<file path="config.mk">
export PLATFORM = sky130hd
export DESIGN_NAME = pmsr_status_readback
export DESIGN_NICKNAME = d
export VERILOG_FILES = /design/src/core/pmsr_pkg.sv /design/src/core/pmsr_status_readback.sv
export VERILOG_INCLUDE_DIRS = /design/src /design/src/core
export SDC_FILE = /design/constraint.sdc
export NUM_CORES = 1
export LEC_CHECK = 0
export ABC_AREA = 1
export CAP_MARGIN = 10
export CORE_MARGIN = 2
export CORE_UTILIZATION = 32
export DETAILED_ROUTE_END_ITERATION = 7
export DONT_BUFFER_PORTS = 1
export PLACE_DENSITY = 0.5
export SETUP_SLACK_MARGIN = 0.02
export SLEW_MARGIN = 25
export SYNTH_ARGS = -nofsm -noshare
export SYNTH_HDL_FRONTEND = slang
export SYNTH_SLANG_ARGS = --single-unit
</file>
<file path="constraint.sdc">
create_clock -name clk -period 2.37 [get_ports clk]
set_clock_uncertainty 0.05 [all_clocks]
set_input_delay 0.3555 -clock clk [delete_from_list [all_inputs] [get_ports clk]]
set_output_delay 0.3555 -clock clk [all_outputs]
set_load 0.05 [all_outputs]
</file>
<file path="src/core/pmsr_defines.svh">
/*
 * Offsets, field positions, reset values and fixed figures of the
 * status read-back block. Assumes inclusion by bare name.
 */
`ifndef PMSR_DEFINES_SVH
`define PMSR_DEFINES_SVH

// ----------------------------------------------------------------
// command codes
// ----------------------------------------------------------------
`define PMSR_OFF_TEMP 8'h7d
`define PMSR_OFF_COMM 8'h7e
`define PMSR_OFF_VEND 8'h80
`define PMSR_OFF_VOUT 8'h8b

// ----------------------------------------------------------------
// field positions
// ----------------------------------------------------------------
`define PMSR_TEMP_FAULT_BIT 7
`define PMSR_TEMP_WARN_BIT 6
`define PMSR_COMM_BADCMD_BIT 7
`define PMSR_COMM_BADDATA_BIT 6
`define PMSR_COMM_PEC_BIT 5
`define PMSR_COMM_MEM_BIT 4
`define PMSR_COMM_OTHER_BIT 1
`define PMSR_VEND_DIE_BIT 7
`define PMSR_VEND_ZERO_BIT 6
`define PMSR_VEND_MULTI_BIT 5
`define PMSR_VEND_VSTRAP_BIT 4
`define PMSR_VEND_SSTRAP_BIT 3

// ----------------------------------------------------------------
// clear masks, alert eligibility, reset values
// ----------------------------------------------------------------
`define PMSR_TEMP_W1C 8'hc0
`define PMSR_COMM_W1C 8'hf2
`define PMSR_VEND_W1C 8'h98
`define PMSR_TEMP_ALERT 8'hc0
`define PMSR_COMM_ALERT 8'hf2
`define PMSR_VEND_ALERT 8'h90
`define PMSR_BYTE_RST 8'h00
`define PMSR_WORD_RST 16'h0000

// ----------------------------------------------------------------
// fixed figures
// ----------------------------------------------------------------
`define PMSR_TEMP_HYST 20
`define PMSR_VOUT_EXP 5'b10111
`define PMSR_STRAP_RUN 4

`endif

</file>
<file path="src/core/pmsr_pkg.sv">
/*
 * Types shared by the status read-back block.
 * Assumes the defines header is compiled alongside.
 */
package pmsr_pkg;

	// ------------------------------------------------------------
	// types
	// ------------------------------------------------------------
	typedef logic [7:0] pmsr_byte_t;
	typedef logic [15:0] pmsr_word_t;
	typedef enum logic [1:0] {
		PMSR_SEL_TEMP = 2'b00,
		PMSR_SEL_COMM = 2'b01,
		PMSR_SEL_VEND = 2'b10,
		PMSR_SEL_VOUT = 2'b11
	} pmsr_sel_t;

endpackage

</file>
<file path="src/core/pmsr_status_readback.sv">
/*
 * Status and output-voltage read-back of a power converter's
 * management interface: temperature, communication and vendor status
 * bytes plus the output voltage word, addressed by command code.
 * Assumes a protocol engine on the same clock that hands over decoded
 * command codes and event pulses, and an analog front end that
 * supplies readings already in this clock's domain.
 */
`include "pmsr_defines.svh"

module pmsr_status_readback #(
	parameter int TW = 11,
	parameter int FW = 8
) (
	input wire logic clk,
	input wire logic rst_b,
	input wire logic [7:0] cmdCode,
	input wire logic rdReq,
	input wire logic wrReq,
	input wire pmsr_pkg::pmsr_byte_t wrData,
	input wire logic clearFaults,
	input wire logic badCmdEvt,
	input wire logic badDataEvt,
	input wire logic pecFailEvt,
	input wire logic memFaultEvt,
	input wire logic otherCommEvt,
	input wire logic signed [TW-1:0] tempReading,
	input wire logic signed [TW-1:0] overtempFaultThreshold,
	input wire logic signed [TW-1:0] overtempWarnThreshold,
	input wire logic dieShutdownEvt,
	input wire logic [FW-1:0] opState,
	input wire logic [1:0] strapStb,
	input wire logic [1:0][3:0] strapCode,
	input wire logic [1:0] strapEnd,
	input wire logic startDespiteStrapFail,
	input wire logic loopFollower,
	input wire logic resetPgdPin,
	input wire logic syncFault,
	input wire logic [10:0] voutMantissa,
	input wire pmsr_pkg::pmsr_byte_t tempAlertMask,
	input wire pmsr_pkg::pmsr_byte_t commAlertMask,
	input wire pmsr_pkg::pmsr_byte_t vendAlertMask,
	output pmsr_pkg::pmsr_word_t rdData,
	output logic rdAck,
	output logic alert,
	output logic vendorSummary,
	output logic loopMasterEn
);
	import pmsr_pkg::*;

	// ------------------------------------------------------------
	// helpers
	// ------------------------------------------------------------
	localparam logic signed [TW:0] HYST = (TW+1)'(`PMSR_TEMP_HYST);
	localparam logic [2:0] RUN = 3'(`PMSR_STRAP_RUN);

	// command code to register select, with hit flag
	function automatic logic [2:0] decode(input logic [7:0] c);
		case (c)
			`PMSR_OFF_TEMP: decode = {1'b1, PMSR_SEL_TEMP};
			`PMSR_OFF_COMM: decode = {1'b1, PMSR_SEL_COMM};
			`PMSR_OFF_VEND: decode = {1'b1, PMSR_SEL_VEND};
			`PMSR_OFF_VOUT: decode = {1'b1, PMSR_SEL_VOUT};
			default: decode = 3'b000;
		endcase
	endfunction

	// latched flag update: the set wins over a same-cycle clear
	function automatic pmsr_byte_t latch(input pmsr_byte_t cur,
		input pmsr_byte_t set, input pmsr_byte_t clr);
		latch = (cur & ~clr) | set;
	endfunction

	// write-one-clear bits for a register, plus clear-faults
	function automatic pmsr_byte_t clrOf(input pmsr_sel_t s,
		input pmsr_byte_t w1c);
		logic [2:0] d;
		d = decode(cmdCode);
		clrOf = 8'h00;
		if (clearFaults)
			clrOf = w1c;
		if (wrReq && d[2] && pmsr_sel_t'(d[1:0]) == s)
			clrOf = clrOf | (wrData & w1c);
	endfunction

	pmsr_byte_t tempStatus;
	pmsr_byte_t commStatus;
	pmsr_byte_t vendLatch;
	logic [2:0] vendLive;
	pmsr_byte_t vendorStatus;
	logic [1:0] hot;
	logic [1:0] strapFail;
	logic pgdMeta;
	logic pgdSync;
	logic stateZero;
	logic stateMulti;
	logic [2:0] rdSel;
	pmsr_byte_t commSet;
	pmsr_byte_t vendSet;
	pmsr_byte_t vendClr;

	assign vendorStatus = {vendLatch[7:3], vendLive};
	assign stateZero = (opState == '0);
	assign stateMulti = ($countones(opState) > 1);
	assign rdSel = decode(cmdCode);

	// ------------------------------------------------------------
	// pin synchroniser
	// ------------------------------------------------------------
	// reset/power-good pin is asynchronous to clk
	always_ff @(posedge clk or negedge rst_b) begin
		if (!rst_b) begin
			pgdMeta <= 1'b1;
			pgdSync <= 1'b1;
		end else begin
			pgdMeta <= resetPgdPin;
			pgdSync <= pgdMeta;
		end
	end

	// ------------------------------------------------------------
	// temperature hysteresis
	// ------------------------------------------------------------
	// index 1 = fault threshold, index 0 = warning threshold
	generate
		for (genvar g = 0; g < 2; g++) begin : g_hot
			logic signed [TW:0] th;
			logic signed [TW:0] tr;
			assign th = (g == 1) ?
				(TW+1)'(overtempFaultThreshold) :
				(TW+1)'(overtempWarnThreshold);
			assign tr = (TW+1)'(tempReading);
			// stays hot until 20 degrees below, so a clear re-sets
			always_ff @(posedge clk or negedge rst_b) begin
				if (!rst_b)
					hot[g] <= 1'b0;
				else if (tr >= th)
					hot[g] <= 1'b1;
				else if (tr <= th - HYST)
					hot[g] <= 1'b0;
			end
		end
	endgenerate

	// ------------------------------------------------------------
	// strap detection
	// ------------------------------------------------------------
	// index 1 = boot voltage strap, index 0 = soft-start strap
	generate
		for (genvar s = 0; s < 2; s++) begin : g_strap
			logic [3:0] lastCode;
			logic [2:0] runCnt;
			// counts consecutive equal samples, saturating at the goal
			always_ff @(posedge clk or negedge rst_b) begin
				if (!rst_b) begin
					lastCode <= 4'h0;
					runCnt <= 3'd0;
				end else if (strapEnd[s]) begin
					runCnt <= 3'd0;
				end else if (strapStb[s]) begin
					lastCode <= strapCode[s];
					if (runCnt != 3'd0 && strapCode[s] == lastCode)
						runCnt <= (runCnt >= RUN) ? RUN : runCnt + 3'd1;
					else
						runCnt <= 3'd1;
				end
			end
			// a window that ends unresolved is a failure
			assign strapFail[s] = strapEnd[s] && (runCnt < RUN);
		end
	endgenerate

	// ------------------------------------------------------------
	// status registers
	// ------------------------------------------------------------
	// temperature byte; bits 5..0 never set
	always_ff @(posedge clk or negedge rst_b) begin
		if (!rst_b)
			tempStatus <= `PMSR_BYTE_RST;
		else
			tempStatus <= latch(tempStatus, {hot, 6'h00},
				clrOf(PMSR_SEL_TEMP, `PMSR_TEMP_W1C));
	end

	// communication set pulses; bits 3, 2, 0 never set
	always_comb begin
		commSet = 8'h00;
		commSet[`PMSR_COMM_BADCMD_BIT] = badCmdEvt;
		commSet[`PMSR_COMM_BADDATA_BIT] = badDataEvt;
		commSet[`PMSR_COMM_PEC_BIT] = pecFailEvt;
		commSet[`PMSR_COMM_MEM_BIT] = memFaultEvt;
		commSet[`PMSR_COMM_OTHER_BIT] = otherCommEvt;
	end

	// communication byte
	always_ff @(posedge clk or negedge rst_b) begin
		if (!rst_b)
			commStatus <= `PMSR_BYTE_RST;
		else
			commStatus <= latch(commStatus, commSet,
				clrOf(PMSR_SEL_COMM, `PMSR_COMM_W1C));
	end

	// vendor set and clear; fsm flags clear only by clear-faults,
	// strap flags ignore on/off events entirely
	always_comb begin
		vendSet = 8'h00;
		vendSet[`PMSR_VEND_DIE_BIT] = dieShutdownEvt;
		vendSet[`PMSR_VEND_ZERO_BIT] = stateZero;
		vendSet[`PMSR_VEND_MULTI_BIT] = stateMulti;
		vendSet[`PMSR_VEND_VSTRAP_BIT] = strapFail[1];
		vendSet[`PMSR_VEND_SSTRAP_BIT] = strapFail[0];
		vendClr = clrOf(PMSR_SEL_VEND, `PMSR_VEND_W1C);
		if (clearFaults)
			vendClr = vendClr | 8'he0;
	end

	// vendor latched bits; a follower holds both strap flags at zero
	always_ff @(posedge clk or negedge rst_b) begin
		if (!rst_b)
			vendLatch <= `PMSR_BYTE_RST;
		else if (loopFollower)
			vendLatch <= latch(vendLatch, vendSet, vendClr) & 8'he7;
		else
			vendLatch <= latch(vendLatch, vendSet, vendClr);
	end

	// vendor live bits, never latched
	always_ff @(posedge clk or negedge rst_b) begin
		if (!rst_b)
			vendLive <= 3'b000;
		else
			vendLive <= {!pgdSync, loopFollower, syncFault};
	end

	// ------------------------------------------------------------
	// read port
	// ------------------------------------------------------------
	// one-cycle answer; unmapped codes answer zero
	always_ff @(posedge clk or negedge rst_b) begin
		if (!rst_b) begin
			rdData <= `PMSR_WORD_RST;
			rdAck <= 1'b0;
		end else begin
			rdAck <= rdReq;
			if (rdReq) begin
				case (rdSel)
					{1'b1, PMSR_SEL_TEMP}: rdData <= {8'h00, tempStatus};
					{1'b1, PMSR_SEL_COMM}: rdData <= {8'h00, commStatus};
					{1'b1, PMSR_SEL_VEND}: rdData <= {8'h00, vendorStatus};
					{1'b1, PMSR_SEL_VOUT}:
						rdData <= {`PMSR_VOUT_EXP, voutMantissa};
					default: rdData <= `PMSR_WORD_RST;
				endcase
			end
		end
	end

	// ------------------------------------------------------------
	// alert, summary, loop enable
	// ------------------------------------------------------------
	// only eligible, unmasked latched bits reach the alert line
	always_ff @(posedge clk or negedge rst_b) begin
		if (!rst_b) begin
			alert <= 1'b0;
			vendorSummary <= 1'b0;
			loopMasterEn <= 1'b0;
		end else begin
			alert <= |(tempStatus & `PMSR_TEMP_ALERT & ~tempAlertMask)
				|| |(commStatus & `PMSR_COMM_ALERT & ~commAlertMask)
				|| |(vendLatch & `PMSR_VEND_ALERT & ~vendAlertMask);
			vendorSummary <= |vendLatch[7:3];
			// start is held off while the voltage strap failure is latched, unless startDespiteStrapFail
			loopMasterEn <= !vendLatch[`PMSR_VEND_VSTRAP_BIT]
				|| startDespiteStrapFail;
		end
	end
endmodule // pmsr_status_readback

</file>
==> results of run 1 <==
sequential cells by signal, summed over array words and instances, names as in the netlist, 2 cells and up:
register          flops
rdData               12
g_strap.lastCode      8
g_strap.runCnt        6
commStatus            5
vendLatch             5
vendLive              3
hot                   2
tempStatus            2
power by group through the flow:
stage / Clock [uW] / Combinational [uW] / Sequential, uW
finish: 725 / 514 / 964
global route: 797 / 613 / 971
CTS: 749 / 517 / 964
detailed placement: 0 / 489 / 979
global placement: 0 / 472 / 980
floorplan: 0 / 388 / 961
timing repair:
action	CTS	global route
resized for setup	0	3
endpoints found under the hold margin	49	1
setup buffers	0	1
pin swaps	0	1
hold buffers	2	1
endpoints found under the setup margin	1	3
per-layer routing:
layer	GRT usage, %	up-vias	share of wire, %
li1	-	1762	-
met4	3.10	0	0.90
met2	26.0	95	47
met5	0	-	0
met1	17.5	1534	44
met3	3.61	5	7.5
logic make-up (layout without fill, tap and decap cells):
| family | Yosys count | count (layout) | share of synthesized area [%] |
|---|---|---|---|
| other | 1 | 1 | 0.0935 |
| XOR/XNOR | 20 | 20 | 4.37 |
| AND/OR/NAND/NOR | 255 | 255 | 26.5 |
| flip-flops | 49 | 49 | 30.6 |
| adder cells (fa/ha/maj) | 56 | 56 | 18.2 |
| buffers and inverters | 110 | 129 | 10.9 |
| AO/OA/AOI/OAI | 58 | 58 | 9.29 |
stage by stage:
step	power (uW)	setup TNS [ps]	instance area [um2]	hold slack, ps	cells
finish	2200	-255	4500	42.7	736
global route	2380	-340	4500	27.2	736
CTS	2230	-244	4470	5.04	734
detailed placement	1470	-757	4280	11.1	724
global placement	1450	-598	4280	11.1	724
floorplan	1350	-428	4010	9.91	549
final cells by class:
cell class / instances / area, um2
fill: 1305 / 7610
clock buffer: 6 / 139
tap: 168 / 210
timing repair buffer: 18 / 160
sequential: 49 / 1230
clock inverter: 2 / 13.8
multi-input combinational: 390 / 2360
inverter: 103 / 387
cells in the final DEF, fill, tap and decap left out, types with 4 or more instances in the layout:
cell type and n:
a21oi_1 17, o22ai_1 7, ha_1 51, o21ai_0 16
a31o_1 5, buf_4 15, nand3_1 24, inv_1 102
xor2_1 16, clkbuf_16 5, nand4_1 7, nor3_2 4
fa_1 4, nand2_2 5, xnor2_1 4, nor2_1 31
dfrtp_1 46, nor3_1 8, nand2_1 169
worst max-delay path: stages:
cell	delay, ps
fa_1	530
inv_1	50
fa_1	490
fa_1	410
inv_1	70
ha_2	170
inv_1	50
fa_1	480
o2111ai_1	120
path summary, 6_finish.rpt:
path | start | to | slack (ps) | cells after the start
max | opState[0] | vendLatch[5] | -260 | 9
min | syncFault | vendLive[0] | 40 | 0
max reg2reg | g_strap[0].lastCode[2] | g_strap[0].runCnt[0] | 1160 | 5
min reg2reg | pgdMeta | pgdSync | 310 | 0
max in group asynchronous | rst_b | pgdSync | 1430 | 2
min in group asynchronous | rst_b | g_strap[0].runCnt[0] | 560 | 2
==> summary.md, run 1 <==
| Metric | Value |
|---|---|
| Status | finished, violations left |
| Failing checks | negative setup slack |
| CTS buffer count | 5 |
| Critical path launch point type | input port |
| Global-route usage over all layers | 14.5% |
| Num rows | 40 |
| Post-synth cell types | 37 |
| Vias in the first global route | 3325 |
| Drt first pass iters | 5 |
| Post-synth top area cell | dfrtp_1 |
| Slew Limit Fails | 0 |
| Setup violators final | 1 |
| Top-count cell post-synth | nand2_1 |
| Final ANT Viol Nets | 0 |
| CTS Buffer Depth | 2 |
| H-tree level count | 2 |
| Crit-path max FO | 2 |
| Core area | 12100 um2 |
| Dpl hpwl | 8.14 mm |
| Share of cells above drive strength 1 | 8.27% |
| CTS sink count | 49 |
| P_leak | 0.00244 uW |
| Die area | 13500 um2 |
| Period utilisation layout | 111% |
| IO Port Bufs | 0 |
| Clk slew on worst S/H paths | 70 ps |
| Max VDD drop | between 200 and 250 uV |
| GR Overflow Total | 0 |
| CP arrival | 2730 ps |
| Die width | ~120 um |
| DRT Wirelength | 9.70 mm |
| Comb power frac | 23.3% |
| Max_cap viols | 0 |
| Hold crit path type | in -> reg |
| Clock root buffer | clkbuf_16 |
| Die H | 116 um |
| Synth top area share | 29.3% |
| Post-Syn Nets | 724 |
| Crit Path Class | in -> reg |
| Setup slack after layout | -255 ps |
| Post-Synthesis Cells | approximately 550 |
| Main synth FF type | dfrtp_1 |
| CP required | roughly 2500 ps |
| Seq pwr share | 43.7% |
| Power Density | 490 nW/um2 |
| Int Pwr | 1550 uW |
| Diodes inserted | 0 |
| Gpl congestion | 0.775 |
| Initial antenna violation count | 0 |
| Worst slack at placement | -537 ps |
| FMAX | 0.381 GHz |
| Relative slew margins | 63.0% |
| DR iter-0 viols | 114 |
| FFs w/ async S/R, synth | 100% |
| Pin count of the biggest net entering global routing | 50 |
| Slew @ Worst Pin | around 550 ps |
| Crit. End Element | flop |
| Area Growth Syn to Fin | 12.1% |
| Synth area leaders | dfrtp_1 (29%), ha_1 (16%), nand2_1 (16%) |
| Wirelength per Cell | 13.2 um |
| Switching share of power | 29.8% |
| Final layout net count | 742 |
| DR vias | 3396 |
| Seq/Total Area, Yosys | 30.6% |
| Unrepaired setup endpoints after global routing | true |
| First-pass GRT wire length | 15.4 mm |
| CTS tree | yes |
| Synth Register Bits | 49 |
| Syn avg cell area | about 7.3 um2 |
| Final hold viol count | 0 |
| Number of flops mapped to enable cells by yosys | 0 |
| Tmin final | 2630 ps |
| NetSw | 656 uW |
| Mapped cell area | around 4000 um2 |
| Synth warn | 0 |
| Via/cell ratio | 4.61 |
| Clk_lat worst skew | 280 ps |
| Clock power frac | 32.9% |
| Post-synth top cells | nand2_1 (169), inv_1 (102), ha_1 (52) |
| Core Util, Final | 37.1% |
| Drt drc | 0 |
| Initial Util | 33.1% |
| IO Pins | 139 |
Power figures use the tool's default switching activity.
==> run 2: changes to the inputs <==
--- a/config.mk
+++ b/config.mk
@@ -8,11 +8,13 @@
 export LEC_CHECK = 0
 export ABC_AREA = 1
 export CAP_MARGIN = 10
+export CELL_PAD_IN_SITES_DETAIL_PLACEMENT = 1
+export CELL_PAD_IN_SITES_GLOBAL_PLACEMENT = 1
 export CORE_MARGIN = 2
 export CORE_UTILIZATION = 32
 export DETAILED_ROUTE_END_ITERATION = 7
 export DONT_BUFFER_PORTS = 1
-export PLACE_DENSITY = 0.5
+export PLACE_DENSITY = 0.64
 export SETUP_SLACK_MARGIN = 0.02
 export SLEW_MARGIN = 25
 export SYNTH_ARGS = -nofsm -noshare
==> run 2 against run 1 <==
Net effect:
- the run still ends with negative setup slack left
- critical path depth stayed put
- count of clock-buffer cells in the layout stayed put
- maximum frequency is 1.7% higher
- critical endpoint unchanged
==> summary.md, run 2 (synthesis gave the netlist of run 1 again) <==
| Metric | Value |
|---|---|
| Slew @ Worst Pin | 569 ps (+14.5 ps) |
| Global-route usage over all layers | 16.1% (+1.6 points) |
| Initial antenna violation count | 0 (unchanged) |
| CTS Buffer Depth | 2 (unchanged) |
| Failing checks | negative setup slack |
| Final layout net count | 742 (unchanged) |
| FF-to-FF Start | g_strap[0].lastCode[2] |
| IO Pins | 139 (unchanged) |
| Setup violators final | 1 (unchanged) |
| Critical path depth in cells | 9 (unchanged) |
| Crit. End Element | flop |
| First-pass GRT wire length | 17.3 mm (+12%) |
| DR iter-0 viols | 106 (-7.0%) |
| Clock root buffer | clkbuf_16 |
| GR Overflow Total | 0 (unchanged) |
| CP Buf/Inv Count | 3 (unchanged) |
| Diodes inserted | 0 (unchanged) |
| Critical path launch point type | input port |
| CP required | 2480 ps (about the same) |
| DRT Wirelength | 10.7 mm (+11%) |
| Relative slew margins | 61.9% (-1.1 points) |
| Wirelength per Cell | 14.6 um (+11%) |
| H-tree level count | 2 (unchanged) |
| Pin count of the biggest net entering global routing | 50 (unchanged) |
| Via/cell ratio | 4.74 (+2.8%) |
| Initial Util | 33.1% (unchanged) |
| CTS sink count | 49 (unchanged) |
| Hold path depth | 0 (unchanged) |
| Final hold viol count | 0 (unchanged) |
| Die width | 116 um (unchanged) |
| Commonest non-fill, non-tap cells in the layout | nand2_1 (169), inv_1 (102), ha_1 (52) |
| CTS buffer count | 5 (unchanged) |
| Core area | 12100 um2 (unchanged) |
| Slew Limit Fails | 0 (unchanged) |
| Vias in the first global route | 3758 (+13%) |
| Crit-path leading delay family | adder cells |
| Gpl congestion | 0.775 (about the same) |
| Final ANT Viol Nets | 0 (unchanged) |
| R2R cell count | 4 (-1) |
| CTS tree | yes |
| IO Port Bufs | 0 (unchanged) |
| Most common cell after layout, fill and taps aside | nand2_1 |
| Die area | 13500 um2 (unchanged) |
| Core Util, Final | 37.2% (about the same) |
| Cell mode on critical path | fa_1 |
| Max VDD drop | 278 uV (+27%) |
| Area Growth Syn to Fin | 12.2% (about the same) |
| CP arrival | 2690 ps (-40 ps) |
| Max_cap viols | 0 (unchanged) |
| Worst slack at placement | -519 ps (+17.9 ps) |
| Max reg flops | 12 (unchanged) |
| Crit-path max FO | 2 (unchanged) |
| Tmin final | 2580 ps (-45.1 ps) |
| Largest regs | rdData (12), g_strap.lastCode (8), g_strap.runCnt (6) |
| CP startpoint | opState[0] |
| Num rows | 40 (unchanged) |
| Unrepaired setup endpoints after global routing | true |
| Worst min-delay path startpoint | syncFault |
| Dpl hpwl | 9.17 mm (+13%) |
| FMAX | 0.388 GHz (+1.7%) |
| Drt first pass iters | 4 (-1) |
| Crit-path slowest cell | fa_1 |
| Period utilisation layout | 109% (-1.9 points) |
| P_leak | 0.00245 uW (about the same) |
| Die H | 116 um (unchanged) |
| Share of cells above drive strength 1 | 8.45% (+0.18 points) |
| Hold crit path type | in -> reg |
| Drt drc | 0 (unchanged) |
| Critical Path Max Stage Delay | 530 ps (about the same) |
| Largest Register | rdData |
| Postcts setup bufs | 0 (unchanged) |
| Power Density | 494 nW/um2 (+0.94%) |
| DR vias | 3490 (+2.8%) |
| Crit Path Class | in -> reg |
| CP Cell Sequence | fa_1 -> inv_1 -> fa_1 -> fa_1 -> inv_1 -> ha_1 -> inv_1 -> fa_1 -> o2111ai_1 |
| Status | finished, violations left |
| Clk_lat worst skew | 280 ps (about the same) |
| Setup slack after layout | -210 ps (+45.1 ps) |
| Clk slew on worst S/H paths | 70 ps (about the same) |
## run 2: cell count changes in the layout (fill, tap and decap cells not counted)
| cell | previous run | this run |
|---|---|---|
| ha_1 | 51 | 52 |
| o21ai_0 | 16 | 14 |
| nor2_2 | 1 | 3 |
| o21ai_1 | 0 | 2 |
| ha_2 | 1 | 0 |
| nor2_1 | 31 | 29 |
## run 2: metal layers
metal | share of wire (%) | global-route usage, % | vias to the layer above
li1 | - | - | 1759
met1 | 41 | 18.2 | 1631
met2 | 51 | 30.6 | 89
met3 | 6.4 | 3.45 | 11
met4 | 1.5 | 3.81 | 0
met5 | 0 | 0 | -
## run 2: path summary, 6_finish.rpt
check	endpoint	slack [ps]
max in group asynchronous	pgdSync	1430
max reg2reg	g_strap[0].runCnt[1]	1170
max	vendLatch[5]	-210
min reg2reg	pgdSync	310
min in group asynchronous	g_strap[0].lastCode[2]	540
min	vendLive[0]	50
## run 2: power by group
part           total (uW)  internal [uW]  leakage [uW]  switching [uW]
sequential            963            899      0.000596            63.6
clock                 729            420     0.0000768             309
combinational         533            230       0.00177             303
total                2220           1550       0.00245             675
## run 2: area by class of cell
class                           count  area, um2
Sequential cell                    49       1230
Clock buffer                        6        139
Clock inverter                      2       13.8
Multi-Input combinational cell    390       2360
Fill cell                        1535       7610
Tap cell                          168        210
Inverter                          103        387
Timing Repair Buffer               18        160
## run 2: what timing repair did
item,in CTS,in global routing
hold endpoints to repair,49,1
hold buffers,2,1
endpoints found under the setup margin,1,3
resized for setup,0,6
## run 2: worst register-to-register path, stage by stage (launching register included)
cell,delay [ps]
dfrtp_1,390
xor2_1,160
nor3_1,140
nand4_1,170
o22ai_1,190
## run 2: per-stage QoR
stage	total power (uW)	area, um2	TNS (ps)	std cells	hold slack [ps]
2_1_floorplan	1350	4010	-428	549	9.91
4_1_cts	2260	4480	-231	735	5.21
5_1_grt	2380	4500	-307	736	34.8
6_report	2220	4500	-210	736	46.6
3_3_place_gp	1460	4290	-641	725	11.0
3_5_place_dp	1500	4290	-822	725	11.0
==> run 3: changes to the inputs <==
--- a/config.mk
+++ b/config.mk
@@ -11,10 +11,11 @@
 export CELL_PAD_IN_SITES_DETAIL_PLACEMENT = 1
 export CELL_PAD_IN_SITES_GLOBAL_PLACEMENT = 1
 export CORE_MARGIN = 2
-export CORE_UTILIZATION = 32
+export CORE_UTILIZATION = 45
+export CTS_CLUSTER_SIZE = 24
 export DETAILED_ROUTE_END_ITERATION = 7
 export DONT_BUFFER_PORTS = 1
-export PLACE_DENSITY = 0.64
+export PLACE_DENSITY = 0.84
 export SETUP_SLACK_MARGIN = 0.02
 export SLEW_MARGIN = 25
 export SYNTH_ARGS = -nofsm -noshare
==> constraint.sdc (replaced) <==
create_clock -name clk -period 2.6 [get_ports clk]
set_clock_uncertainty 0.05 [all_clocks]
set_input_delay 0.39 -clock clk [delete_from_list [all_inputs] [get_ports clk]]
set_output_delay 0.39 -clock clk [all_outputs]
set_load 0.05 [all_outputs]
==> run 3 against run 2 <==
Net effect:
- the flow still finishes with violations (negative setup slack)
- clock power is 37% lower
- utilization is 12 points higher
- count of clock-buffer cells in the layout stayed put
- global-route usage is 5.1 points higher
- worst hold slack worse by 32 ps
- combinational power is 9.8% lower
- sequential cell count stayed put
- register-to-register slack better by 100 ps
- critical path depth is 1 higher
- highest routed layer unchanged
==> summary.md, run 3 (synthesis gave the netlist of run 1 again) <==
| Metric | Value |
|---|---|
| Max_cap viols | 0 (unchanged) |
| Area Growth Syn to Fin | 6.11% |
| Area of the multi-input gates | 2370 um2 (+0.16%) |
| Drt first pass iters | 4 (unchanged) |
| Clock power frac | 25.2% (-7.6 points) |
| Tmin final | 2660 ps |
| Initial Util | 46.2% (+13 points) |
| CTS tree | yes |
| Wirelength per Cell | 15.3 um (+4.9%) |
| First-pass GRT wire length | 16.9 mm (-2.2%) |
| Int Pwr | 1210 uW (-22%) |
| Dpl hpwl | 8.67 mm (-5.5%) |
| IO Pins | 139 (unchanged) |
| CP required | 2730 ps (+250 ps) |
| CTS buffer count | 5 (unchanged) |
| DR iter-0 viols | 77 (-27%) |
| Die H | 98.4 um (-15%) |
| Final layout net count | 728 (-1.9%) |
| Crit. End Element | flop |
| Switching share of power | 33.3% (+2.9 points) |
| DR vias | 3497 (+0.20%) |
| Die area | 9690 um2 (-28%) |
| Critical path launch point type | input port |
| Setup TNS | -60.8 ps (+149 ps) |
| Drt drc | 0 (unchanged) |
| Failing checks | negative setup slack |
| Core area | 8680 um2 (-28%) |
| P_leak | 0.00234 uW (-4.4%) |
| Initial antenna violation count | 0 (unchanged) |
| FMAX | between 0.3 and 0.4 GHz |
| Seq pwr share | 48.3% (+5.0 points) |
| CTS Buffer Depth | 2 (unchanged) |
| Setup slack after layout | -60.8 ps (+149 ps) |
| Setup violators final | 1 (unchanged) |
| Postcts setup bufs | 0 (unchanged) |
| Crit Path Class | in -> reg |
| Unrepaired setup endpoints after global routing | true |
| Num rows | 34 (-15%) |
| NetSw | 605 uW (-10%) |
| Gpl congestion | 0.842 (+8.7%) |
| GR Overflow Total | 0 (unchanged) |
| Pin count of the biggest net entering global routing | 50 (unchanged) |
| Commonest non-fill, non-tap cells in the layout | nand2_1 (169), inv_1 (100), ha_1 (51) |
| Final hold viol count | 0 (unchanged) |
| Status | finished, violations left |
| Final ANT Viol Nets | 0 (unchanged) |
| Register area | 1230 um2 (unchanged) |
| Comb power frac | 26.5% (+2.5 points) |
| Power Density | 427 nW/um2 (-14%) |
| Via/cell ratio | 5.28 (+11%) |
| Global-route usage over all layers | 21.1% (+5.1 points) |
| Share of cells above drive strength 1 | 6.14% (-2.3 points) |
| Max VDD drop | 192 uV (-31%) |
| CTS sink count | 49 (unchanged) |
| Clk_lat worst skew | 310 ps (+30 ps) |
| CP arrival | 2790 ps (+100 ps) |
| IO Port Bufs | 0 (unchanged) |
| H-tree level count | 2 (unchanged) |
| Diodes inserted | 0 (unchanged) |
| Slew @ Worst Pin | 950 ps (+381 ps) |
| Largest Register | rdData |
| Max reg flops | 12 (unchanged) |
| Vias in the first global route | 3826 (+1.8%) |
| Die width | 98.4 um (-15%) |
| Slew Limit Fails | 0 (unchanged) |
| Hold crit path type | in -> reg |
| Crit-path max FO | 2 (unchanged) |
| Clk slew on worst S/H paths | 100 ps (+30 ps) |
| Most common cell after layout, fill and taps aside | nand2_1 |
| Layout fillers | 1122 (-27%) |
| Relative slew margins | 36.6% (-25 points) |
| Period utilisation layout | 102% |
| DRT Wirelength | 10.1 mm (-5.7%) |
| Worst slack at placement | -400 ps (+119 ps) |
| R2R cell count | 2 (-2) |
| Hold path depth | 0 (unchanged) |
| Clock root buffer | clkbuf_8 |
| Largest regs | rdData (12), g_strap.lastCode (8), g_strap.runCnt (6) |
==> run 3: cell count changes in the layout (fill, tap and decap cells not counted), sizes merged <==
cell / delta
clkinvlp: +2
buf: -13
clkinv: -2
dlygate4sd3: -1
==> run 3: routing by layer <==
metal / vias up / global-route usage (%) / wire (um)
li1: 1733 / - / -
met3: 15 / 3.83 / 552
met2: 83 / 41.7 / 5510
met4: 0 / 6.01 / 183
met1: 1666 / 22.7 / 3870
met5: - / 0 / 0
==> run 3: path summary, 6_finish.rpt <==
path / from / endpoint / slack [ps]
hold reg to reg: pgdMeta / pgdSync / 320
min in group asynchronous: rst_b / rdData[7] / 560
setup reg to reg: rdData[13] / rdData[13] / 1270
setup / recovery: opState[0] / vendLatch[5] / -60
hold / removal: resetPgdPin / pgdMeta / 20
max in group asynchronous: rst_b / pgdSync / 1670
==> run 3: final cells by class <==
cell class,instances,share of cell area (%)
timing repair buffer,4,1.23
inverter,103,9.08
clock inverter,2,0.353
sequential,49,28.9
multi-input combinational,390,55.6
clock buffer,6,1.70
tap,108,3.17
==> run 3: what timing repair did <==
item | in CTS | in global routing
hold buffers | 2 | 0
gates resized for setup | 2 | 3
hold endpoints to repair | 49 | 0
setup endpoints to repair | 1 | 1
==> run 3: critical path: stages <==
cell	delay, ps
fa_1	530
inv_1	50
fa_1	510
fa_1	450
inv_2	80
ha_4	130
inv_2	30
fa_1	410
nand2_1	120
o2111ai_2	90
==> run 3: metrics by stage <==
step / util [%] / area, um2 / hold slack, ps / power (uW) / cells
2_1_floorplan: - / 4010 / 44.4 / 1230 / 549
3_3_place_gp: 47.4 / 4110 / 45.4 / 1300 / 652
3_5_place_dp: 47.4 / 4110 / 45.4 / 1350 / 652
4_1_cts: 48.9 / 4240 / 16.6 / 1820 / 662
5_1_grt: 49.1 / 4260 / 3.63 / 1940 / 662
6_report: 49.1 / 4260 / 15.1 / 1820 / 662
==> run 3: power groups by stage <==
stage / registers (uW) / clock network [uW] / logic (uW)
global route: 885 / 488 / 566
global placement: 890 / 0 / 415
floorplan: 876 / 0 / 353
CTS: 879 / 461 / 479
finish: 879 / 458 / 481
detailed placement: 894 / 0 / 452
